## config.mk

```make
export PLATFORM = sky130hd
export DESIGN_NAME = status_service_request
export DESIGN_NICKNAME = d
export VERILOG_FILES = /design/src/design/status_pkg.sv /design/src/design/status_service_request.sv
export SDC_FILE = /design/constraint.sdc
export NUM_CORES = 1
export LEC_CHECK = 0
export BUFFER_PORTS_ARGS = -buffer_cell sky130_fd_sc_hd__buf_4
export CAP_MARGIN = 20
export CORE_MARGIN = 2
export CORE_UTILIZATION = 26
export CTS_CLUSTER_DIAMETER = 150
export DETAILED_ROUTE_END_ITERATION = 10
export PLACE_DENSITY = 0.52
export SLEW_MARGIN = 10
export SYNTH_ARGS = -nofsm -noshare
export SYNTH_HDL_FRONTEND = slang
export SYNTH_SLANG_ARGS = --single-unit
```

## constraint.sdc

```tcl
create_clock -name sys_clk -period 1.3 [get_ports sys_clk]
set_input_delay 0.13 -clock sys_clk [delete_from_list [all_inputs] [get_ports sys_clk]]
set_output_delay 0.13 -clock sys_clk [all_outputs]
set_load 0.005 [all_outputs]
```

## src/design/status_pkg.sv

```systemverilog
// constants for the status byte and standard event logic
// assumes one clock domain; codes and commands come from the command parser
package status_pkg;

	// status byte bit positions
	localparam int STB_ERR_AVAIL = 2;
	localparam int STB_QUES_SUM = 3;
	localparam int STB_MSG_AVAIL = 4;
	localparam int STB_ESR_SUM = 5;
	localparam int STB_REQ_FLAG = 6;
	localparam int STB_OPER_SUM = 7;

	// standard event bit positions
	localparam int ESR_OPC = 0;
	localparam int ESR_RQC = 1;
	localparam int ESR_QYE = 2;
	localparam int ESR_DDE = 3;
	localparam int ESR_EXE = 4;
	localparam int ESR_CME = 5;
	localparam int ESR_KEY = 6;
	localparam int ESR_PON = 7;

	// preset values
	localparam logic [7:0] SRE_RESET = 8'h00;
	localparam logic [7:0] ESE_RESET = 8'h00;
	localparam logic [7:0] ESR_RESET = 8'h00;
	localparam logic [7:0] BYTE_ZERO = 8'h00;

	// error number class bounds
	localparam logic signed [15:0] QYE_LO = -16'sd499;
	localparam logic signed [15:0] QYE_HI = -16'sd400;
	localparam logic signed [15:0] DDE_LO = -16'sd399;
	localparam logic signed [15:0] DDE_HI = -16'sd300;
	localparam logic signed [15:0] DEV_LO = 16'sd1;
	localparam logic signed [15:0] DEV_HI = 16'sd32767;
	localparam logic signed [15:0] EXE_LO = -16'sd299;
	localparam logic signed [15:0] EXE_HI = -16'sd200;
	localparam logic signed [15:0] CME_LO = -16'sd199;
	localparam logic signed [15:0] CME_HI = -16'sd100;

	// common commands from the parser
	typedef enum logic [2:0]
	{
		CMD_SRE_WR = 3'h0,
		CMD_SRE_RD = 3'h1,
		CMD_ESE_WR = 3'h2,
		CMD_ESE_RD = 3'h3,
		CMD_ESR_RD = 3'h4,
		CMD_STB_RD = 3'h5,
		CMD_CLS = 3'h6,
		CMD_OPC = 3'h7
	} cmd_t;

endpackage

```

## src/design/status_service_request.sv

```systemverilog
// status byte, standard event register and service request logic
// assumes the command parser and event sources share sys_clk; the poll
// strobe and the local key come from pins and are synchronised here
// the request line is open drain: only its enable ever toggles
// What this block does
// - request-service flag lives in bit 6 of the status byte
// - request starts on summary rise, enabled bit, none already pending
// - request pending from start until serial poll; no new one meanwhile
// - starting a request asserts the SRQ line and sets the flag
// - controller polls on SRQ; device returns its whole status byte
// - serial poll clears request-service flag only, other bits kept
// - byte query clears nothing; bit 6 carries master summary instead
// - master summary is 1 when any enabled reason is present
// - status bit 5 is the enabled standard event summary
// - status bit 7 is the operation event summary
// - queries return the register as binary bit weights
// - service request mask selects triggering bits; reads return last write
// - preset clears the service request mask
// - standard event mask selects bits for status bit 5; readable
// - preset clears the standard event mask
// - event bit 0 set when operations finish after operation-complete
// - event bit 1 always reads 0
// - bit 2 from query errors, bit 3 from device errors
// - bit 4 from execution errors, bit 5 from command errors
// - bit 6 on local key even in lockout; bit 7 after power cycle
// - event bits latch until read; read and preset clear them
// - clear-status empties error queue and clears event registers
`timescale 1ns/100ps
`default_nettype none

module status_service_request
(
	// clock and power-on reset
	input wire logic sys_clk,
	input wire logic rst_n,
	// instrument preset, same clock
	input wire logic preset,
	// common command from parser
	input wire logic cmd_valid,
	input wire status_pkg::cmd_t cmd_op,
	input wire logic [7:0] cmd_data,
	// query answer
	output logic [7:0] rsp_data,
	output logic rsp_valid,
	// error reports
	input wire logic err_valid,
	input wire logic signed [15:0] err_code,
	// operation complete and summaries from other register sets
	input wire logic ops_idle,
	input wire logic oper_summary,
	input wire logic ques_summary,
	input wire logic err_avail,
	input wire logic msg_avail,
	// pins: local key and serial poll strobe
	input wire logic local_key,
	input wire logic poll_strobe,
	// serial poll answer
	output logic [7:0] poll_data,
	output logic poll_valid,
	// open-drain service request line
	output logic srq_o,
	output logic srq_oe,
	// clear-status pulse to error queue and other event registers
	output logic clear_status
);

	typedef struct packed
	{
		// registers seen by queries
		logic [7:0] sre;
		logic [7:0] ese;
		logic [7:0] esr;
		// request and operation tracking
		logic req_flag;
		logic opc_armed;
		logic boot;
		// previous summaries and pin synchronisers
		logic [7:0] prev_sum;
		logic key_meta;
		logic key_sync;
		logic key_prev;
		logic poll_meta;
		logic poll_sync;
		logic poll_prev;
		// output registers
		logic [7:0] rsp_data;
		logic rsp_valid;
		logic [7:0] poll_data;
		logic poll_valid;
		logic srq_o;
		logic srq_oe;
		logic clear_status;
	} state_t;

	state_t s_q;
	state_t s_d;

	// combinational views of the state
	logic [7:0] stb;
	logic [7:0] esr_set;
	logic summary_flag;
	logic start_req;
	logic poll_hit;
	logic key_hit;
	logic do_cmd;
	logic qye_hit;
	logic dde_hit;
	logic dev_hit;
	logic exe_hit;
	logic cme_hit;

	// elaboration checks on the package constants
	// every status byte position must fall inside the byte
	if (status_pkg::STB_ERR_AVAIL >= $bits(status_pkg::BYTE_ZERO)
		|| status_pkg::STB_QUES_SUM >= $bits(status_pkg::BYTE_ZERO)
		|| status_pkg::STB_MSG_AVAIL >= $bits(status_pkg::BYTE_ZERO)
		|| status_pkg::STB_ESR_SUM >= $bits(status_pkg::BYTE_ZERO)
		|| status_pkg::STB_REQ_FLAG >= $bits(status_pkg::BYTE_ZERO)
		|| status_pkg::STB_OPER_SUM >= $bits(status_pkg::BYTE_ZERO))
	begin : g_stb_range
		$error("status byte bit position out of range");
	end

	// every event position must fall inside the event byte
	if (status_pkg::ESR_OPC >= $bits(status_pkg::ESR_RESET)
		|| status_pkg::ESR_RQC >= $bits(status_pkg::ESR_RESET)
		|| status_pkg::ESR_QYE >= $bits(status_pkg::ESR_RESET)
		|| status_pkg::ESR_DDE >= $bits(status_pkg::ESR_RESET)
		|| status_pkg::ESR_EXE >= $bits(status_pkg::ESR_RESET)
		|| status_pkg::ESR_CME >= $bits(status_pkg::ESR_RESET)
		|| status_pkg::ESR_KEY >= $bits(status_pkg::ESR_RESET)
		|| status_pkg::ESR_PON >= $bits(status_pkg::ESR_RESET))
	begin : g_esr_range
		$error("event bit position out of range");
	end

	// each error class must be a real range, the negative classes in order and apart
	if (status_pkg::QYE_LO > status_pkg::QYE_HI
		|| status_pkg::DDE_LO > status_pkg::DDE_HI
		|| status_pkg::DEV_LO > status_pkg::DEV_HI
		|| status_pkg::EXE_LO > status_pkg::EXE_HI
		|| status_pkg::CME_LO > status_pkg::CME_HI
		|| status_pkg::QYE_HI >= status_pkg::DDE_LO
		|| status_pkg::DDE_HI >= status_pkg::EXE_LO
		|| status_pkg::EXE_HI >= status_pkg::CME_LO)
	begin : g_class_order
		$error("error class bounds out of order");
	end

	// the request flag needs a position of its own in the status byte
	if (status_pkg::STB_REQ_FLAG == status_pkg::STB_ESR_SUM
		|| status_pkg::STB_REQ_FLAG == status_pkg::STB_OPER_SUM
		|| status_pkg::STB_REQ_FLAG == status_pkg::STB_QUES_SUM
		|| status_pkg::STB_REQ_FLAG == status_pkg::STB_MSG_AVAIL
		|| status_pkg::STB_REQ_FLAG == status_pkg::STB_ERR_AVAIL)
	begin : g_flag_alone
		$error("request flag shares a status byte position");
	end

	// error number classes; a code outside every class sets nothing
	always_comb
	begin
		qye_hit = err_code >= status_pkg::QYE_LO
			&& err_code <= status_pkg::QYE_HI;
		dev_hit = err_code >= status_pkg::DEV_LO
			&& err_code <= status_pkg::DEV_HI;
		dde_hit = (err_code >= status_pkg::DDE_LO
			&& err_code <= status_pkg::DDE_HI) || dev_hit;
		exe_hit = err_code >= status_pkg::EXE_LO
			&& err_code <= status_pkg::EXE_HI;
		cme_hit = err_code >= status_pkg::CME_LO
			&& err_code <= status_pkg::CME_HI;
	end

	always_comb
	begin
		do_cmd = cmd_valid;
		// both pins idle low, so reset values give no false edge
		poll_hit = s_q.poll_sync && !s_q.poll_prev;
		key_hit = s_q.key_sync && !s_q.key_prev;

		// summary bits, bit 6 filled in per reader
		stb = status_pkg::BYTE_ZERO;
		stb[status_pkg::STB_ERR_AVAIL] = err_avail;
		stb[status_pkg::STB_QUES_SUM] = ques_summary;
		stb[status_pkg::STB_MSG_AVAIL] = msg_avail;
		stb[status_pkg::STB_ESR_SUM] = |(s_q.esr & s_q.ese);
		stb[status_pkg::STB_OPER_SUM] = oper_summary;

		// mask bit 6 has no source behind it, so it never counts
		summary_flag = |(stb & s_q.sre);

		// rising summary, enabled, and nothing pending; a rise while
		// pending is dropped, not queued, so the host re-reads summaries
		start_req = |(stb & ~s_q.prev_sum & s_q.sre)
			&& !s_q.req_flag;

		// event sources
		esr_set = status_pkg::BYTE_ZERO;
		esr_set[status_pkg::ESR_OPC] = s_q.opc_armed && ops_idle;
		if (err_valid)
		begin
			esr_set[status_pkg::ESR_QYE] = qye_hit;
			esr_set[status_pkg::ESR_DDE] = dde_hit;
			esr_set[status_pkg::ESR_EXE] = exe_hit;
			esr_set[status_pkg::ESR_CME] = cme_hit;
		end
		esr_set[status_pkg::ESR_KEY] = key_hit;
		// power-on reset leaves boot set for one cycle
		esr_set[status_pkg::ESR_PON] = s_q.boot;

		// hold by default, then layer the updates; later ones win
		s_d = s_q;
		s_d.boot = 1'b0;
		s_d.key_meta = local_key;
		s_d.key_sync = s_q.key_meta;
		s_d.key_prev = s_q.key_sync;
		s_d.poll_meta = poll_strobe;
		s_d.poll_sync = s_q.poll_meta;
		s_d.poll_prev = s_q.poll_sync;
		s_d.prev_sum = stb;
		s_d.rsp_valid = 1'b0;
		s_d.poll_valid = 1'b0;
		s_d.clear_status = 1'b0;
		if (esr_set[status_pkg::ESR_OPC])
		begin
			s_d.opc_armed = 1'b0;
		end

		// the poll edge is seen two edges after the pin rises, behind the
		// two synchroniser stages; the answer registers on the third edge
		// poll answer carries the flag as it stood before clearing
		if (poll_hit)
		begin
			s_d.poll_data = stb;
			s_d.poll_data[status_pkg::STB_REQ_FLAG] = s_q.req_flag;
			s_d.poll_valid = 1'b1;
			s_d.req_flag = 1'b0;
		end
		// a new request in the poll cycle wins over the clear
		if (start_req)
		begin
			s_d.req_flag = 1'b1;
		end

		// queries answer one cycle after the command edge; writes
		// give no answer at all
		if (do_cmd)
		begin
			unique case (cmd_op)
				status_pkg::CMD_SRE_WR:
				begin
					s_d.sre = cmd_data;
				end
				status_pkg::CMD_SRE_RD:
				begin
					s_d.rsp_data = s_q.sre;
					s_d.rsp_valid = 1'b1;
				end
				status_pkg::CMD_ESE_WR:
				begin
					s_d.ese = cmd_data;
				end
				status_pkg::CMD_ESE_RD:
				begin
					s_d.rsp_data = s_q.ese;
					s_d.rsp_valid = 1'b1;
				end
				status_pkg::CMD_ESR_RD:
				begin
					s_d.rsp_data = s_q.esr;
					s_d.rsp_valid = 1'b1;
					s_d.esr = status_pkg::ESR_RESET;
				end
				status_pkg::CMD_STB_RD:
				begin
					s_d.rsp_data = stb;
					s_d.rsp_data[status_pkg::STB_REQ_FLAG] = summary_flag;
					s_d.rsp_valid = 1'b1;
				end
				status_pkg::CMD_CLS:
				begin
					s_d.esr = status_pkg::ESR_RESET;
					s_d.opc_armed = 1'b0;
					s_d.clear_status = 1'b1;
				end
				status_pkg::CMD_OPC:
				begin
					s_d.opc_armed = 1'b1;
				end
			endcase
		end

		// events arriving with a read or clear are kept
		s_d.esr = s_d.esr | esr_set;
		s_d.esr[status_pkg::ESR_RQC] = 1'b0;

		// preset beats events in the same cycle; it never sets the
		// power-on bit, only reset release does
		if (preset)
		begin
			s_d.sre = status_pkg::SRE_RESET;
			s_d.ese = status_pkg::ESE_RESET;
			s_d.esr = status_pkg::ESR_RESET;
			s_d.opc_armed = 1'b0;
		end

		// line pulled low while a request is pending
		s_d.srq_o = 1'b0;
		s_d.srq_oe = s_d.req_flag;
	end

	// synchronous reset; boot stays set so that the first edge after
	// release latches the power-on event
	always_ff @(posedge sys_clk)
	begin
		if (!rst_n)
		begin
			s_q <= '0;
			s_q.sre <= status_pkg::SRE_RESET;
			s_q.ese <= status_pkg::ESE_RESET;
			s_q.esr <= status_pkg::ESR_RESET;
			s_q.boot <= 1'b1;
		end
		else
		begin
			s_q <= s_d;
		end
	end

	// every output is a flip-flop of the state record
	assign rsp_data = s_q.rsp_data;
	assign rsp_valid = s_q.rsp_valid;
	assign poll_data = s_q.poll_data;
	assign poll_valid = s_q.poll_valid;
	assign srq_o = s_q.srq_o;
	assign srq_oe = s_q.srq_oe;
	assign clear_status = s_q.clear_status;

endmodule

`default_nettype wire

```

==> results by group, run 1 <==
STA
  • Max Fclk: 0.662 GHz
  • Minimum clock period: around 1.5 ns
  • Final hold viol count: 0
  • Post-route clock period utilization: 1.16
  • Setup violators final: 4
  • Final TNS setup: -0.637 ns
  • Worst setup margin: -0.212 ns
  • Clock skew: 0.00684 ns
  • Final hold slack: 0.0227 ns
  • Slew Viols, Final: 0
  • RSZ-0062 raised after global routing: true

Final layout
  • Layout cells sized above 1: 0.312
  • N_diodes: 0
  • Final #Nets: approximately 390
  • Final std cells w/o fill: 467
  • Area growth, synth to finish: 32.1%
  • FILL cells: about 960
  • Design area: 3240 um^2
  • Most frequent cells in the layout: buf_4, dfxtp_1, nand2_1
  • Commonest non-fill, non-tap cell in the layout: buf_4
  • Finished Core Util: 0.353

Setup path
  • Critical path data arrival time: 1.71 ns
  • Worst r2r src: s_q[42]$_SDFF_PP0_
  • R2r setup slk: -0.21 ns
  • Required time of the critical path: 1.50 ns
  • CP Launch Point: s_q[42]$_SDFF_PP0_
  • CP Class: reg -> reg
  • RR Endpoint: srq_oe$_SDFF_PN0_
  • Worst Path Max Fanout: 2
  • FF-to-FF path depth: 4
  • CP endpoint kind: flip-flop
  • Startpoint Class: flip-flop

Pwr
  • VDD IR max: 0.402 mV
  • Static Leak: around 1.3 nW
  • Pwr dens: ~1000 nW/um^2
  • Final Power: 3.33 mW

Routing
  • Via count: 2207
  • DRC viols: 0
  • Avg WL per Cell: 14.2 um
  • Drt total wl: 6.63 mm
  • Top routing layer in use: met4
  • Drt initial violations: 94
  • DR pass1 iterations: 4
  • Post-route ant nets: 0
  • Met2 routed WL: 2.97 mm
  • Met3 WL: ~430 um
  • DR vias/cell: 4.73
  • Met1 WL: 3.10 mm

Placed design
  • IO buf count: 56
  • Routability cong.: 0.882
  • Area after DPL: between 3000 and 4000 um^2
  • HPWL after DPL: between 5 and 6 mm
  • Placed Instances: between 400 and 500
  • Post-place setup slack: -0.149 ns

Synth
  • Synth cell types: between 40 and 50
  • Top FF cell, synth: dfxtp_1
  • Synth Area per Inst: approximately 8.6 um^2
  • Cell taking the most area after synthesis: dfxtp_1
  • Largest family of logic cells by synthesized area: simple AND/OR/NAND/NOR gates
  • Post-synth EDFFs: 0
  • Largest cells by area after synthesis: dfxtp_1, buf_4, mux2i_1
  • YS warnings: 0
  • Synth Cell Area: 2450 um^2
  • Seq/Total Area, Yosys: 0.441
  • Synth Area in XOR/XNOR: 0
  • Adder-Cell Fraction of Synth Area: 0
  • Synth Area in Simple Gates: 0.215
  • Compound-Gate Fraction of Synth Area: 0.180
  • Async S/R FF share, synth: 0
  • Top cell type's share of synthesized area: 0.441
  • Mux contribution to synthesized area: 0.0760
  • Synthesized flop and latch total: 54
  • Post-synthesis cell count: 285

Hold path
  • Hold path depth: 2
  • HP Class: in -> reg
  • Hold path start: poll_strobe
  • Hold Path End: s_d[22]$_SDFF_PN0_

Clock network
  • Clk slew on worst S/H paths: 0.10 ns
  • Sink Count: 54
  • Hold buffers post-CTS: 0
  • H-tree depth: 2
  • TritonCTS Buffers: 5
  • Clk Latency, worst-skew pair: 0.31 ns
  • Clock Tree Root: clkbuf_8
  • CTS Buffer Depth: 2
  • TritonCTS clock tree: built

Floorplan
  • DIE AREA: around 10000 um^2
  • Die Y-Extent: between 100 and 150 um
  • I/O pins: 60
  • Core ar.: 9200 um^2
  • Starting density of the core: 0.267
  • Std cell rows: 35
  • Die width: 101 um

Global routing
  • Initial antenna violation count: 0
  • Largest net degree at the start of global routing: 24
  • GRT Overall Usage: 0.137
  • Vias in the first global route: between 2000 and 2500
  • Remaining Overflow, GRT: 0
  • First-pass GRT wire length: 10.8 mm

Job
  • MaxCap Viol Count: 0

Outcome
  • Status: complete, but fails checks
  • Failing checks: negative setup slack
==> cell families (layout without fill, tap and decap cells) <==
group	after synthesis	count (layout)
DFF	54	54
other	1	3
and+or+nand+nor	105	105
AOI/OAI and AO/OA	69	69
muxes	18	18
buffers and inverters	38	107
==> power by group <==
group / switching, mW / internal [mW]
clock: 0.559 / 0.634
sequential: 0.0188 / 1.70
combinational: 0.202 / 0.217
total: 0.780 / 2.55
==> metal layers <==
layer  vias up  global-route usage
met1       995               0.183
met3         9              0.0359
met4         0              0.0624
li1       1131                   -
met5         -                   0
met2        72               0.205
==> layout make-up <==
cell class | instances | area (um^2) | area share
clock buffer | 6 | 82.6 | 0.0255
clock inverter | 2 | 38.8 | 0.0120
inverter | 7 | 26.3 | 0.00810
multi-input combinational | 195 | 1180 | 0.365
sequential | 54 | 1080 | 0.334
tap | 111 | 139 | 0.0428
timing repair buffer | 92 | 691 | 0.213
==> how the worst max path moves through the flow <==
| stage | endpoint | slack, ns |
|---|---|---|
| after floorplan | srq_oe$_SDFF_PN0_ | -0.07 |
| after global placement | srq_oe$_SDFF_PN0_ | -0.10 |
| after detailed placement | srq_oe$_SDFF_PN0_ | -0.15 |
| after CTS | srq_oe$_SDFF_PN0_ | -0.16 |
| after global routing | srq_oe$_SDFF_PN0_ | -0.31 |
| final | srq_oe$_SDFF_PN0_ | -0.21 |
==> sequential cells by signal (all words and copies together) (netlist names), 4 cells and up <==
signal	flops
rsp_data	8
s_d	4
poll_data	6
s_q	31
==> Yosys cell counts, types with 2 or more instances <==
cell,count
nand3_1,6
inv_1,7
o21ai_0,10
nand4_1,5
a22oi_1,8
nor2b_1,6
o211ai_1,2
nor2_1,24
mux2_2,5
a21oi_1,24
a2bb2oi_1,6
or3_1,2
o22ai_1,4
nor3_1,2
a31oi_1,5
nand3b_1,2
dfxtp_1,54
clkbuf_1,10
nand2b_1,5
nand2_1,29
buf_4,18
and2_1,14
buf_2,3
mux2i_1,13
nor4_1,4
==> worst max-delay path, stage by stage (launching register included) <==
cell       delay, ns
dfxtp_1         0.32
a222oi_1        0.44
a31oi_1         0.19
a2111oi_1       0.38
nor2_1          0.06
==> timing repair <==
action                                  4_1_cts  5_1_grt
endpoints found under the setup margin        5        5
setup buffers                                 1        1
pin swaps                                     1        1
resized for setup                             2        2
Note: power is estimated with default switching activity, not from simulation.
==> run 2, diff against run 1 <==
BUFFER_PORTS_ARGS = -buffer_cell sky130_fd_sc_hd__buf_2   (was -buffer_cell sky130_fd_sc_hd__buf_4)
==> results by group, run 2 (same netlist as run 1, synthesis figures left out) <==
Setup path
  • Critical Path Max Stage Delay: 0.42 ns
  • Required time of the critical path: 1.50 ns
  • Max stage delay cell, worst path: a222oi_1
  • Worst Path Max Fanout: 2
  • CP cell instances: a222oi_1, a31oi_1, a2111oi_1, nor2_1
  • CP endpoint kind: flip-flop
  • FF-to-FF path depth: 4
  • Startpoint Class: flip-flop
  • CP Class: reg -> reg
  • Critical path data arrival time: 1.68 ns

Routing
  • Post-route ant nets: 0
  • Via count: roughly 2200
  • Avg WL per Cell: ~14 um
  • DR vias/cell: 4.71
  • Drt initial violations: 107
  • Drt total wl: 6.51 mm
  • DRC viols: 0
  • DR pass1 iterations: 4

Global routing
  • GRT Overall Usage: 0.134
  • First-pass GRT wire length: 10.7 mm
  • Vias in the first global route: 2190
  • Largest net degree at the start of global routing: 24
  • Initial antenna violation count: 0
  • Remaining Overflow, GRT: 0

Placed design
  • Post-place setup slack: -0.143 ns
  • Placed Instances: roughly 460
  • IO buf count: 56
  • Routability cong.: 0.917
  • HPWL after DPL: 5.03 mm

Floorplan
  • Std cell rows: 35
  • I/O pins: 60
  • DIE AREA: 10200 um^2
  • Starting density of the core: 0.267
  • Die width: 101 um
  • Core ar.: 9200 um^2
  • Die Y-Extent: 101 um

Outcome
  • Failing checks: negative setup slack
  • Status: complete, but fails checks

Final layout
  • Commonest non-fill, non-tap cell in the layout: buf_2
  • N_diodes: 0
  • Max reg flops: 31
  • Final #Nets: 399
  • Area growth, synth to finish: 27.7%
  • Most frequent cells in the layout: buf_2, dfxtp_1, buf_4
  • Final std cells w/o fill: 472
  • Most flops, register: s_q
  • Layout cells sized above 1: 0.324
  • FILL cells: between 900 and 1000
  • Finished Core Util: 0.341

Pwr
  • Final Power: 3.10 mW
  • Pwr dens: 989 nW/um^2
  • VDD IR max: ~0.41 mV
  • Static Leak: 1.29 nW

STA
  • Final hold slack: 0.0280 ns
  • Clock skew: 0.00455 ns
  • Minimum clock period: 1.48 ns
  • Max Fclk: 0.675 GHz
  • Setup violators final: 3
  • Slew Viols, Final: 0
  • Final hold viol count: 0
  • Post-route clock period utilization: 1.14
  • RSZ-0062 raised after global routing: true
  • Worst setup margin: -0.182 ns

Clock network
  • Clk slew on worst S/H paths: 0.10 ns
  • Sink Count: 54
  • TritonCTS clock tree: built
  • Clock Tree Root: clkbuf_8
  • TritonCTS Buffers: 5
  • Clk Latency, worst-skew pair: slightly above 0.3 ns
  • H-tree depth: 2
  • CTS Buffer Depth: 2

Job
  • MaxCap Viol Count: 0

Hold path
  • Hold path depth: 2
  • HP Class: in -> reg
## run 2: worst paths after layout
| check | end | from | slack [ns] |
|---|---|---|---|
| setup / recovery | srq_oe$_SDFF_PN0_ | s_q[50]$_SDFFE_PP0P_ | -0.18 |
| hold / removal | s_d[25]$_SDFF_PN0_ | local_key | 0.03 |
| setup reg to reg | srq_oe$_SDFF_PN0_ | s_q[50]$_SDFFE_PP0P_ | -0.18 |
| hold reg to reg | s_d[24]$_SDFF_PN0_ | s_d[25]$_SDFF_PN0_ | 0.44 |
## run 2: what timing repair did
action,4_1_cts,5_1_grt
setup endpoints to repair,4,6
pin swaps,1,5
resized for setup,1,7
buffers inserted,1,2
endpoints found under the hold margin,0,1
hold buffers,0,1
## run 2: metal layers
metal | track usage | vias up | wire, um
li1 | - | 1136 | -
met1 | 0.172 | 1021 | 3080
met2 | 0.215 | 60 | 2940
met3 | 0.0414 | 7 | 404
met4 | 0.0395 | 0 | 81
met5 | 0 | - | 0
## run 2: critical path, delay by kind of cell (launching register included)
kind / cells / cell delay, ns
flops: 1 / 0.33
compound gates: 3 / 0.98
simple gates: 1 / 0.06
## run 2: where the power goes
part	switching, mW	leakage [nW]	internal [mW]
Clock	0.555	0.0478	0.439
Sequential	0.0178	0.440	1.70
Combinational	0.205	0.797	0.183
Total	0.777	1.29	2.32
## run 2: through the flow
step,instance area (um^2),setup TNS (ns)
floorplan,2460,-0.0716
global placement,2990,-0.249
detailed placement,2990,-0.266
CTS,3100,-0.271
global route,3130,-0.580
finish,3130,-0.314
## run 2: final cells by class
type                    count  area, um^2  share of cell area
flip-flops and latches     54        1080               0.345
multi-input cells         195        1200               0.382
well taps                 111         139              0.0443
clock buffers               6        82.6              0.0263
repair buffers             97         591               0.188
clock inverters             2        16.3             0.00519
inverters                   7        26.3             0.00838
==> run 3, diff against run 2 <==
--- a/config.mk
+++ b/config.mk
@@ -10,4 +10,5 @@
 export CORE_MARGIN = 2
 export CORE_UTILIZATION = 26
+export CTS_BUF_LIST = sky130_fd_sc_hd__clkbuf_8
 export CTS_CLUSTER_DIAMETER = 150
 export DETAILED_ROUTE_END_ITERATION = 10
==> constraint.sdc (replaced) <==
create_clock -name sys_clk -period 1.3 [get_ports sys_clk]
set_input_delay 0.13 -clock sys_clk [delete_from_list [all_inputs] [get_ports sys_clk]]
set_output_delay 0.13 -clock sys_clk [all_outputs]
set_load 0.1 [all_outputs]
==> results by group, run 3 (same netlist as run 1, synthesis figures left out) <==
Final layout
  • Most flops, register: s_q
  • Final std cells w/o fill: 472
  • FF/Latch Area: ~1100 um^2
  • N_diodes: 0
  • FILL cells: about 980
  • Commonest non-fill, non-tap cell in the layout: buf_2
  • Layout cells sized above 1: 0.324
  • Most frequent cells in the layout: buf_2, dfxtp_1, buf_4
  • Max reg flops: 31
  • Multi-input gate area: about 1200 um^2
  • Area growth, synth to finish: 27.8%
  • Finished Core Util: 0.341
  • Final #Nets: between 300 and 400

STA
  • Post-route clock period utilization: 1.14
  • Slew Viols, Final: 0
  • Max Fclk: about 0.68 GHz
  • Worst setup margin: -0.176 ns
  • Minimum clock period: ~1.5 ns
  • Clock skew: approximately 0.0045 ns
  • Final hold viol count: 0
  • Setup violators final: 3
  • RSZ-0062 raised after global routing: true

Clock network
  • TritonCTS Buffers: 5
  • Clk Latency, worst-skew pair: 0.31 ns
  • CTS Buffer Depth: 2
  • Clock Tree Root: clkbuf_8
  • Clk slew on worst S/H paths: 0.10 ns
  • H-tree depth: 2
  • Sink Count: 54
  • TritonCTS clock tree: built

Setup path
  • CP Class: reg -> reg
  • Startpoint Class: flip-flop
  • CP endpoint kind: flip-flop
  • Required time of the critical path: approximately 1.5 ns
  • Critical path data arrival time: 1.68 ns
  • Worst Path Max Fanout: 2

Placed design
  • Placed Instances: ~460
  • IO buf count: 56
  • Routability cong.: 0.917
  • Post-place setup slack: -0.143 ns
  • HPWL after DPL: about 5.0 mm

Global routing
  • Largest net degree at the start of global routing: 24
  • Vias in the first global route: 2190
  • Remaining Overflow, GRT: 0
  • Initial antenna violation count: 0
  • GRT Overall Usage: 0.134
  • First-pass GRT wire length: 10.7 mm

Floorplan
  • I/O pins: 60
  • Die Y-Extent: around 100 um
  • Core ar.: 9200 um^2
  • Std cell rows: 35
  • DIE AREA: 10200 um^2
  • Starting density of the core: 0.267
  • Die width: 101 um

Pwr
  • Gate power share: 0.176
  • Clock power share: 0.302
  • Reg power frac: 0.522
  • VDD IR max: 0.414 mV
  • Pwr dens: between 1000 and 1500 nW/um^2
  • Switching share of power: 0.294
  • P_int: ~2.3 mW
  • Net Switching: 0.969 mW
  • Static Leak: 1.28 nW

Routing
  • Post-route ant nets: 0
  • Avg WL per Cell: 13.8 um
  • Drt total wl: 6.52 mm
  • DRC viols: 0
  • DR pass1 iterations: 5
  • Drt initial violations: 103
  • DR vias/cell: 4.73
  • Via count: 2234

Outcome
  • Status: complete, but fails checks
  • Failing checks: negative setup slack

Job
  • MaxCap Viol Count: 0

Hold path
  • HP Class: in -> reg
run 3: path summary, 6_finish.rpt:
kind	startpoint	end	slack, ns	cells past startpoint
max	s_q[50]$_SDFFE_PP0P_	srq_oe$_SDFF_PN0_	-0.18	4
min	local_key	s_d[25]$_SDFF_PN0_	0.03	2
max reg2reg	s_q[50]$_SDFFE_PP0P_	srq_oe$_SDFF_PN0_	-0.18	4
min reg2reg	s_d[25]$_SDFF_PN0_	s_d[24]$_SDFF_PN0_	0.44	1
run 3: power groups by stage:
stage               Sequential, mW  Clock [mW]  Combinational, mW
floorplan                     1.77           0              0.385
global placement              1.75           0              0.568
detailed placement            1.75           0              0.572
CTS                           1.72        1.03              0.574
global route                  1.72        1.13              0.623
finish                        1.72       0.994              0.580
run 3: layout make-up:
| cell class | instances | share of cell area |
|---|---|---|
| clock buffer | 6 | 0.0263 |
| clock inverter | 2 | 0.00519 |
| inverter | 7 | 0.00838 |
| multi-input combinational | 195 | 0.382 |
| sequential | 54 | 0.345 |
| tap | 111 | 0.0443 |
| timing repair buffer | 97 | 0.189 |
run 3: worst max-delay path, stage by stage (launching register included):
cell,delay (ns)
dfxtp_2,0.33
a222oi_1,0.42
a31oi_1,0.20
a2111oi_1,0.36
nor2_1,0.06
run 3: timing repair:
item                                    in CTS  in global routing
hold endpoints to repair                     0                  1
buffers inserted                             1                  2
cloned                                       0                  0
pin swaps                                    1                  5
hold buffers                                 0                  1
endpoints found under the setup margin       4                  7
resized for setup                            1                  8
run 3: per-layer routing:
metal / global-route usage / wire [um]
met1: 0.172 / 3080
met2: 0.215 / 2950
met3: 0.0414 / 415
met4: 0.0395 / 81
met5: 0 / 0
run 3: stage by stage:
step           power [mW]  setup TNS (ns)  area (um^2)  hold slack, ns
3_3_place_gp         2.32          -0.249         2990           0.338
3_5_place_dp         2.33          -0.266         2990           0.343
6_report             3.29          -0.298         3140          0.0280
5_1_grt              3.48          -0.580         3140          0.0160
2_1_floorplan        2.16         -0.0734         2460           0.252
4_1_cts              3.32          -0.271         3100          0.0129
